## src/common/slm_pkg.sv

```systemverilog
package slm_pkg;

    // Register bus geometry
    localparam int          ADDR_W          = 2;
    localparam int          DATA_W          = 8;
    localparam logic [1:0]  ADDR_CTRL       = 2'h0;
    localparam logic [1:0]  ADDR_STAT       = 2'h1;

    // Control register fields
    localparam int          CTRL_RANGE_BIT  = 3;
    localparam int          CTRL_TRIM_LSB   = 0;
    localparam int          TRIM_W          = 3;
    localparam logic [7:0]  CTRL_RESET      = 8'h00;

    // Status register fields
    localparam int          STAT_RESULT_BIT = 2;
    localparam int          STAT_VALID_BIT  = 1;
    localparam int          STAT_EN_BIT     = 0;
    localparam logic [7:0]  STAT_RESET      = 8'h00;

    // Interrupt manager mapping
    localparam int          IRQ_GRP_W       = 8;
    localparam int          IRQ_MID_BIT     = 2;

    // Timing
    localparam int          CLK_PERIOD_NS   = 4;
    localparam int          MEAS_TIME_NS    = 2000000;
    localparam int          MEAS_MAX_NS     = 2500000;
    localparam int          MIN_PULSE_NS    = 1350000;
    localparam int          MEAS_CYCLES     = (MEAS_TIME_NS + CLK_PERIOD_NS - 1) / CLK_PERIOD_NS;
    localparam int          MEAS_MAX_CYCLES = MEAS_MAX_NS / CLK_PERIOD_NS;
    localparam int          PULSE_CYCLES    = (MIN_PULSE_NS + CLK_PERIOD_NS - 1) / CLK_PERIOD_NS;
    localparam int          CNT_W           = 20;

    typedef enum logic [1:0] {
        SLM_OFF,
        SLM_SETTLE,
        SLM_RUN
    } slm_state_e;

endpackage

```

## src/rtl/slm_sync.sv

```systemverilog
`timescale 1ns/10ps
`default_nettype none

module slm_sync (
    // Clock and reset
    input  wire logic sys_clk,
    input  wire logic reset,
    // Pin side
    input  wire logic async_in,
    // Clock domain side
    output logic      stable_out
);

    typedef struct packed {
        logic s1;
        logic s2;
        logic s3;
        logic out;
    } slm_sync_s;

    slm_sync_s st;
    slm_sync_s next_st;

    always_comb begin
        next_st    = st;
        next_st.s1 = async_in;
        next_st.s2 = st.s1;
        next_st.s3 = st.s2;
        // A new level counts only once the last two stages agree
        if (st.s2 == st.s3) begin
            next_st.out = st.s3;
        end
    end

    always_ff @(posedge sys_clk or posedge reset) begin
        if (reset) begin
            st <= '0;
        end else begin
            st <= next_st;
        end
    end

    assign stable_out = st.out;

endmodule

`default_nettype wire

```

## src/rtl/slm_ctrl.sv

```systemverilog
// The strobed register port and the address map were decided locally.
`timescale 1ns/10ps
`default_nettype none

module slm_ctrl #(
    parameter int SETTLE_CYCLES = slm_pkg::MEAS_CYCLES,
    parameter int MAX_CYCLES    = slm_pkg::MEAS_MAX_CYCLES,
    parameter int DIP_CYCLES    = slm_pkg::PULSE_CYCLES,
    parameter int CNT_W         = slm_pkg::CNT_W
) (
    // Clock and reset
    input  wire logic                              sys_clk,
    input  wire logic                              reset,
    // Register port
    input  wire logic [slm_pkg::ADDR_W-1:0]        reg_addr,
    input  wire logic [slm_pkg::DATA_W-1:0]        reg_wdata,
    input  wire logic                              reg_wr,
    input  wire logic                              reg_rd,
    output logic      [slm_pkg::DATA_W-1:0]        reg_rdata,
    // Analog detector
    input  wire logic                              cmp_below,
    output logic                                   det_power_on,
    output logic                                   threshold_range_sel,
    output logic      [slm_pkg::TRIM_W-1:0]        threshold_trim,
    // Interrupt manager
    output logic                                   low_voltage_irq,
    output logic      [slm_pkg::IRQ_GRP_W-1:0]     irq_mid_group_reg
);

    import slm_pkg::*;

    typedef struct packed {
        slm_state_e               fsm;
        logic [CNT_W-1:0]         cnt;
        logic                     detector_enable_bit;
        logic                     range_sel;
        logic [TRIM_W-1:0]        trim;
        logic                     measure_valid_flag;
        logic                     battery_low_flag;
        logic                     irq;
        logic [IRQ_GRP_W-1:0]     irq_mid;
        logic [DATA_W-1:0]        rdata;
    } slm_ctrl_s;

    slm_ctrl_s st;
    slm_ctrl_s next_st;
    logic      below_s;

    function automatic logic hits(input logic [ADDR_W-1:0] a,
                                  input logic [ADDR_W-1:0] target);
        hits = (a == target);
    endfunction

    // Comparator output is asynchronous to the system clock
    slm_sync u_sync (
        .sys_clk    (sys_clk),
        .reset      (reset),
        .async_in   (cmp_below),
        .stable_out (below_s)
    );

    always_comb begin
        next_st = st;

        // Register writes
        if (reg_wr && hits(reg_addr, ADDR_CTRL)) begin
            next_st.range_sel = reg_wdata[CTRL_RANGE_BIT];
            next_st.trim      = reg_wdata[CTRL_TRIM_LSB +: TRIM_W];
        end
        if (reg_wr && hits(reg_addr, ADDR_STAT)) begin
            next_st.detector_enable_bit = reg_wdata[STAT_EN_BIT];
        end

        // Measurement sequencing
        unique case (st.fsm)
            SLM_OFF: begin
                next_st.measure_valid_flag = 1'b0;
                if (next_st.detector_enable_bit) begin
                    next_st.fsm = SLM_SETTLE;
                    next_st.cnt = '0;
                end
            end
            SLM_SETTLE: begin
                if (!next_st.detector_enable_bit) begin
                    next_st.fsm = SLM_OFF;
                end else if (st.cnt == CNT_W'(SETTLE_CYCLES - 1)) begin
                    next_st.fsm                = SLM_RUN;
                    next_st.measure_valid_flag = 1'b1;
                end else begin
                    next_st.cnt = st.cnt + 1'b1;
                end
            end
            SLM_RUN: begin
                if (!next_st.detector_enable_bit) begin
                    next_st.fsm                = SLM_OFF;
                    next_st.measure_valid_flag = 1'b0;
                end
            end
        endcase

        // Comparator is powered only while enabled
        next_st.battery_low_flag = below_s && next_st.detector_enable_bit;

        // Pulse on each rising edge once the result is trustworthy
        next_st.irq = next_st.battery_low_flag && !st.battery_low_flag
                      && st.measure_valid_flag && next_st.detector_enable_bit;
        next_st.irq_mid              = '0;
        next_st.irq_mid[IRQ_MID_BIT] = next_st.irq;

        // Read data stands for one cycle only
        next_st.rdata = '0;
        if (reg_rd && hits(reg_addr, ADDR_CTRL)) begin
            next_st.rdata[CTRL_RANGE_BIT]              = st.range_sel;
            next_st.rdata[CTRL_TRIM_LSB +: TRIM_W]     = st.trim;
        end
        if (reg_rd && hits(reg_addr, ADDR_STAT)) begin
            next_st.rdata[STAT_RESULT_BIT] = st.battery_low_flag;
            next_st.rdata[STAT_VALID_BIT]  = st.measure_valid_flag;
            next_st.rdata[STAT_EN_BIT]     = st.detector_enable_bit;
        end
    end

    always_ff @(posedge sys_clk or posedge reset) begin
        if (reset) begin
            st           <= '0;
            st.fsm       <= SLM_OFF;
            st.range_sel <= CTRL_RESET[CTRL_RANGE_BIT];
            st.trim      <= CTRL_RESET[CTRL_TRIM_LSB +: TRIM_W];
            st.detector_enable_bit <= STAT_RESET[STAT_EN_BIT];
        end else begin
            st <= next_st;
        end
    end

    assign reg_rdata           = st.rdata;
    assign det_power_on        = st.detector_enable_bit;
    assign threshold_range_sel = st.range_sel;
    assign threshold_trim      = st.trim;
    assign low_voltage_irq     = st.irq;
    assign irq_mid_group_reg   = st.irq_mid;

    // ------------------------------------------------------------------
    // Checking helpers
    logic [CNT_W-1:0] en_age;
    logic [CNT_W-1:0] dip_age;

    always_ff @(posedge sys_clk or posedge reset) begin
        if (reset) begin
            en_age <= '0;
        end else if (!next_st.detector_enable_bit) begin
            en_age <= '0;
        end else if (st.detector_enable_bit && (en_age != '1)) begin
            en_age <= en_age + 1'b1;
        end
    end

    always_ff @(posedge sys_clk or posedge reset) begin
        if (reset) begin
            dip_age <= '0;
        end else if (!(below_s && st.measure_valid_flag)) begin
            dip_age <= '0;
        end else if (dip_age != '1) begin
            dip_age <= dip_age + 1'b1;
        end
    end
endmodule

`default_nettype wire

```

## config.mk

```make
export PLATFORM = sky130hd
export DESIGN_NAME = slm_ctrl
export DESIGN_NICKNAME = d
export VERILOG_FILES = /design/src/common/slm_pkg.sv /design/src/rtl/slm_sync.sv /design/src/rtl/slm_ctrl.sv
export SDC_FILE = /design/constraint.sdc
export NUM_CORES = 1
export LEC_CHECK = 0
export ABC_AREA = 0
export BUFFER_PORTS_ARGS = -buffer_cell sky130_fd_sc_hd__buf_2
export CELL_PAD_IN_SITES_DETAIL_PLACEMENT = 0
export CELL_PAD_IN_SITES_GLOBAL_PLACEMENT = 1
export CORE_MARGIN = 10
export CORE_UTILIZATION = 25
export CTS_BUF_LIST = sky130_fd_sc_hd__clkbuf_4
export DETAILED_ROUTE_END_ITERATION = 16
export PLACE_DENSITY = 0.52
export SYNTH_ARGS = -nofsm -noshare
export SYNTH_HDL_FRONTEND = slang
export SYNTH_HIERARCHICAL = 1
export SYNTH_SLANG_ARGS = --single-unit
```

## constraint.sdc

```tcl
create_clock -name sys_clk -period 2.35 [get_ports sys_clk]
set_clock_uncertainty 0.2 [all_clocks]
set_input_delay 0.47 -clock sys_clk [delete_from_list [all_inputs] [get_ports sys_clk]]
set_output_delay 0.47 -clock sys_clk [all_outputs]
set_load 0.005 [all_outputs]
```

==> reports/qor.csv, run 1 <==
stage,metric,value,unit
sta,headroom to the max-slew limit,55.3,%
setup_path,CP required,2400,ps
logic_synthesis,register area share after synthesis,45.0,%
cells_and_area,"non-filler cells, final",334,
sta,count of final max-slew check failures,0,
routing,Iter 0 DRT Violations,76,
logic_synthesis,Syn Inst Count,202,
setup_path,worst setup path class,reg -> reg,
logic_synthesis,Synth area leader,dfrtp_1,
cells_and_area,FILL cells,865,
sta,Final Worst Setup Slack,297,ps
sta,fin crit share,87.4,%
routing,"antenna viol nets, final",0,
global_routing,largest net degree at the start of global routing,35,
routing,DR vias,1465,
floorplanning,DIE HEIGHT,112,um
sta,Setup TNS,0,ps
floorplanning,core area,8220,sq um
sta,actual slew at the worst max-slew pin,669,ps
clock_network,TritonCTS buffer count,5,
sta,count of final setup violators,0,
floorplanning,chip width,112,um
floorplanning,Site Rows,33,
cells_and_area,Largest Register,st,
logic_synthesis,"top cells by count, synth","dfrtp_1 (38), nor2_1 (22), buf_4 (19)",
sta,min Tclk post-route,2050,ps
logic_synthesis,top_reg_cell synth,dfrtp_1,
logic_synthesis,asr flop ratio synth,100,%
logic_synthesis,synth top area cells,"dfrtp_1 (45%), buf_4 (6.7%), nor2_1 (3.9%), xor2_1 (3.7%), mux2i_1 (2.8%)",
cells_and_area,Final nets,246,
clock_network,CTS tree,built,
clock_network,Clock Pin Slew Worst Setup and Hold Paths,120,ps
clock_network,"Clk Latency, worst-skew pair",340,ps
logic_synthesis,"count leader, synth",dfrtp_1,
setup_path,Setup crit end kind,flop,
floorplanning,die area,12500,sq um
pwr,share of power burned in registers,46.9,%
setup_path,crit path launch type,flop,
logic_synthesis,area share of the largest cell type after synthesis,45.0,%
place,placed cells,323,
pwr,total net switching power,0.634,mW
logic_synthesis,Synth Register Bits,38,
cells_and_area,area grow syn2layout,12.5,%
cells_and_area,Final Util,28.9,%
global_routing,initial antenna violation count,1,
clock_network,Post-CTS Repair Setup Buffers,0,
clock_network,CTS sink count,38,
cells_and_area,max FFs per register,24,
logic_synthesis,Syn Std Cell Area,2110,sq um
global_routing,GR Util All Layers,7.96,%
pwr,Net Sw Frac,36.7,%
logic_synthesis,Synth Area per Inst,10.5,sq um
pwr,Pleak,1.13,nW
routing,First-pass DRT Iterations,4,
status,status,"finished, final reports clean",
sta,"Hold Vio Cnt, Final",0,
cells_and_area,multi-input logic area,997,sq um
global_routing,grt ovf,0,
clock_network,root buffer cell,clkbuf_4,
setup_path,"Arr. time, crit path",2100,ps
floorplanning,I/O pins,37,
routing,Routed WL,4.68,mm
logic_synthesis,post-synthesis cell type count,50,
place,dpl ws,241,ps
place,GP Congestion,0.745,
run,max_cap viols,0,
worst_hold_path,worst hold path type,in -> reg,
sta,RSZ-0062 raised after global routing,no,
clock_network,worst-case clock buffer depth,2,
sta,f_max,487,MHz
place,detailed placement HPWL,3.40,mm
place,Port Buffers,21,
global_routing,first-pass GRT wire length,8.18,mm
routing,WL per Instance,14.0,um
cells_and_area,Seq. cell area,951,sq um
pwr,clock power share,20.0,%
floorplanning,starting density of the core,25.7,%
cells_and_area,layout cells sized above 1,25.4,%
pwr,pwr dens,726,nW/um^2
pwr,P_int,1.09,mW
setup_path,Worst Path Max Fanout,5,
clock_network,H-tree levels,2,
routing,drt drc,0,
pwr,Worst IR Drop VDD,189,uV
routing,via density per instance,4.39,
global_routing,vias in the first global route,1629,
logic_synthesis,Synth warnings,6,
pwr,Gate power share,33.1,%
logic_synthesis,"EDFF count, synth",0,
[path summary, 6_finish.rpt]
| path | from | end | slack, ps | depth (start not counted) |
|---|---|---|---|---|
| min in group asynchronous | reset | u_sync/next_st[2] | 350 | 3 |
| max in group asynchronous | reset | st[36] | 1050 | 4 |
| worst min-delay path | reg_wdata[3] | threshold_range_sel | 150 | 2 |
| worst max-delay path | st[24] | st[24] | 300 | 6 |
| worst min register to register | u_sync/next_st[2] | u_sync/next_st[1] | 160 | 0 |
| worst max register to register | st[24] | st[24] | 300 | 6 |
[through the flow]
| stage | hold slack, ps | cell area, sq um | total power, mW |
|---|---|---|---|
| 6_report | 151 | 2380 | 1.73 |
| 5_1_grt | 113 | 2380 | 1.87 |
| 4_1_cts | 13.2 | 2360 | 1.76 |
| 3_5_place_dp | 141 | 2300 | 1.40 |
| 3_3_place_gp | 132 | 2300 | 1.40 |
| 2_1_floorplan | 36.1 | 2150 | 1.20 |
[critical path, stage by stage (launching register included)]
cell and delay, ps:
dfrtp_1 380, ha_1 180, nor4b_1 280, nand4_2 270, nor2_4 160, mux2_1 320
a22o_1 170
[power groups by stage]
stage	Clock (mW)	Sequential [mW]	Combinational (mW)
after floorplan	0	0.819	0.384
after global placement	0	0.822	0.580
after detailed placement	0	0.824	0.576
after CTS	0.370	0.810	0.579
after global routing	0.400	0.826	0.645
final	0.344	0.810	0.571
[cell families after synthesis]
group / synth area share (%)
simple gates: 22.4
flops: 45.0
buf+inv: 9.59
compound gates: 7.82
mux: 8.35
xor+xnor: 3.73
fa+ha+maj: 2.90
other cells: 0.177
[layout by cell type (no fill, tap or decap), types with 2 or more instances in the layout]
cell and count:
xor2_1 9, conb_1 11, ha_1 4, dlygate4sd3_1 2
a21oi_1 5, nand3_1 10, a22o_1 4, nor3_1 3
nor3_4 2, o211ai_1 2, clkbuf_4 6, inv_1 8
nor2_1 22, buf_2 21, nand2_1 14, nor3b_1 3
buf_4 8, and3_1 3, o21ai_0 3, dfrtp_1 38
mux2i_1 6, and2_1 2, mux2_2 5, nand4_1 6
mux2_1 2
[per-layer routing]
metal | vias to the layer above | GRT usage [%] | share of wire, %
met5 | - | 0 | 0
met4 | 0 | 3.55 | 1.9
met3 | 6 | 1.83 | 1.8
met2 | 22 | 12.7 | 48
met1 | 715 | 9.94 | 49
li1 | 722 | - | -
[final cells by class]
| cell class | count | share of cell area [%] |
|---|---|---|
| antenna | 1 | 0.105 |
| clock buffer | 6 | 1.89 |
| clock inverter | 2 | 0.368 |
| inverter | 9 | 1.53 |
| multi-input combinational | 141 | 41.9 |
| sequential | 38 | 40.0 |
| tap | 105 | 5.53 |
| timing repair buffer | 32 | 8.63 |
[repair_timing]
action                    CTS  global route
hold endpoints to repair    4             1
resized for setup           0             0
hold buffers                1             1
No activity file was read; power rests on OpenSTA's default activity.
==> inputs of run 2 (changes only) <==
--- a/config.mk
+++ b/config.mk
@@ -13,7 +13,8 @@
 export CORE_UTILIZATION = 25
 export CTS_BUF_LIST = sky130_fd_sc_hd__clkbuf_4
 export DETAILED_ROUTE_END_ITERATION = 16
-export PLACE_DENSITY = 0.52
+export MAX_ROUTING_LAYER = met4
+export PLACE_DENSITY_LB_ADDON = 0.12
 export SYNTH_ARGS = -nofsm -noshare
 export SYNTH_HDL_FRONTEND = slang
 export SYNTH_HIERARCHICAL = 1
==> constraint.sdc (replaced) <==
create_clock -name sys_clk -period 2.6 [get_ports sys_clk]
set_clock_uncertainty 0.2 [all_clocks]
set_input_delay 0.52 -clock sys_clk [delete_from_list [all_inputs] [get_ports sys_clk]]
set_output_delay 0.52 -clock sys_clk [all_outputs]
set_load 0.005 [all_outputs]
==> reports/qor.csv, run 2 (synthesized netlist as in run 1, its figures left out) <==
stage,metric,value,unit
setup_path,worst setup path class,reg -> reg,
sta,Setup TNS,0,ps
pwr,"Power, Total",1.54,mW
cells_and_area,area grow syn2layout,11.4,%
place,Post-DP Area,2290,sq um
floorplanning,die area,12500,sq um
sta,count of final setup violators,0,
worst_hold_path,worst hold path type,in -> reg,
cells_and_area,Largest Register,st,
sta,fin crit share,85.6,%
routing,via density per instance,4.39,
setup_path,Max stage delay on crit path,370,ps
sta,actual slew at the worst max-slew pin,913,ps
worst_hold_path,hold path start,cmp_below,
floorplanning,starting density of the core,25.7,%
routing,drt drc,0,
cells_and_area,Final Util,28.7,%
cells_and_area,most frequent cells in the layout,"dfrtp_1 (38), nor2_1 (22), buf_2 (21), nand2_1 (14), conb_1 (11)",
global_routing,initial antenna violation count,1,
global_routing,GR Util All Layers,7.94,%
sta,f_max,449,MHz
place,GP Congestion,0.692,
clock_network,TritonCTS buffer count,5,
setup_path,Worst Path Max Fanout,5,
global_routing,first-pass GRT wire length,7.87,mm
pwr,Pleak,1.12,nW
clock_network,CTS tree,built,
routing,First-pass DRT Iterations,4,
cells_and_area,layout cells sized above 1,25.6,%
sta,hold slack final,66.5,ps
cells_and_area,"commonest non-fill, non-tap cell in the layout",dfrtp_1,
setup_path,crit path max-delay cell type,dfrtp_1,
setup_path,CP required,2660,ps
global_routing,vias in the first global route,1555,
place,dpl ws,202,ps
floorplanning,core area,8220,sq um
clock_network,worst-case clock buffer depth,2,
pwr,pwr dens,656,nW/um^2
cells_and_area,max FFs per register,24,
run,max_cap viols,0,
cells_and_area,FILL cells,893,
floorplanning,I/O pins,37,
setup_path,crit path launch type,flop,
sta,"Hold Vio Cnt, Final",0,
floorplanning,DIE HEIGHT,112,um
routing,Iter 0 DRT Violations,45,
cells_and_area,"Design Area, Final",2350,sq um
routing,WL per Instance,14.2,um
place,detailed placement HPWL,3.43,mm
sta,Final Worst Setup Slack,374,ps
sta,RSZ-0062 raised after global routing,no,
setup_path,critical path startpoint,st[25],
setup_path,R2R Path Start,st[25],
status,status,"finished, final reports clean",
clock_network,H-tree levels,2,
place,Port Buffers,21,
pwr,Worst IR Drop VDD,220,uV
setup_path,crit-path cells,ha_1 > nor4b_1 > nand4_2 > nor2_4 > mux2_1 > a22o_1,
setup_path,Setup crit end kind,flop,
clock_network,Clock Pin Slew Worst Setup and Hold Paths,130,ps
floorplanning,Site Rows,33,
global_routing,grt ovf,0,
cells_and_area,"non-filler cells, final",333,
routing,DR vias,1463,
sta,min Tclk post-route,2230,ps
sta,headroom to the max-slew limit,38.9,%
routing,"antenna viol nets, final",0,
clock_network,"Clk Latency, worst-skew pair",350,ps
routing,Routed WL,4.73,mm
place,placed cells,323,
clock_network,CTS sink count,38,
clock_network,root buffer cell,clkbuf_4,
cells_and_area,Final nets,245,
sta,count of final max-slew check failures,0,
setup_path,"Arr. time, crit path",2280,ps
global_routing,largest net degree at the start of global routing,35,
clock_network,Post-CTS Repair Setup Buffers,0,
floorplanning,chip width,112,um
==> run 2: changes by cell type in the layout (fill, tap and decap cells not counted), sizes merged <==
| cell | change |
|---|---|
| clkbuf | -1 |
| clkinvlp | +1 |
| dlygate4sd3 | -1 |
==> run 2: power breakdown <==
part | total, mW | internal (mW) | switching [mW]
sequential | 0.733 | 0.660 | 0.0726
combinational | 0.487 | 0.192 | 0.294
clock | 0.325 | 0.101 | 0.224
total | 1.54 | 0.954 | 0.591
==> run 2: cell type report <==
type,instances,area (sq um),share of cell area [%]
Clock inverter,3,16.3,0.691
Multi-Input combinational cell,141,997,42.3
Sequential cell,38,951,40.4
Timing Repair Buffer,31,183,7.76
Tap cell,105,131,5.58
Clock buffer,5,37.5,1.59
Antenna cell,1,2.50,0.106
Inverter,9,36.3,1.54
==> run 2: worst paths after layout <==
kind / end / slack, ps / cells past startpoint
worst min-delay path: u_sync/next_st[2] / 70 / 1
worst max-delay path: st[24] / 370 / 6
max in group asynchronous: st[39] / 1270 / 4
worst min register to register: u_sync/next_st[1] / 170 / 0
worst max register to register: st[24] / 370 / 6
min in group asynchronous: u_sync/next_st[1] / 390 / 3
==> run 2: repair_timing <==
action / 4_1_cts / 5_1_grt
endpoints found under the hold margin: 4 / 0
resized for setup: 0 / 0
hold buffers: 1 / 0
==> run 2: layer usage <==
| layer | global-route usage, % | share of wire (%) | vias up |
|---|---|---|---|
| li1 | - | - | 724 |
| met1 | 10.2 | 49 | 693 |
| met2 | 11.6 | 45 | 39 |
| met3 | 1.77 | 4.0 | 7 |
| met4 | 3.55 | 2.0 | 0 |
| met5 | - | 0 | - |
==> run 2: critical path, delay by kind of cell, from the launching register on <==
kind	cells	cell delay, ps
AOI/OAI and AO/OA	1	180
DFF	1	370
and+or+nand+nor	3	790
adders and majority gates	1	250
muxes	1	330
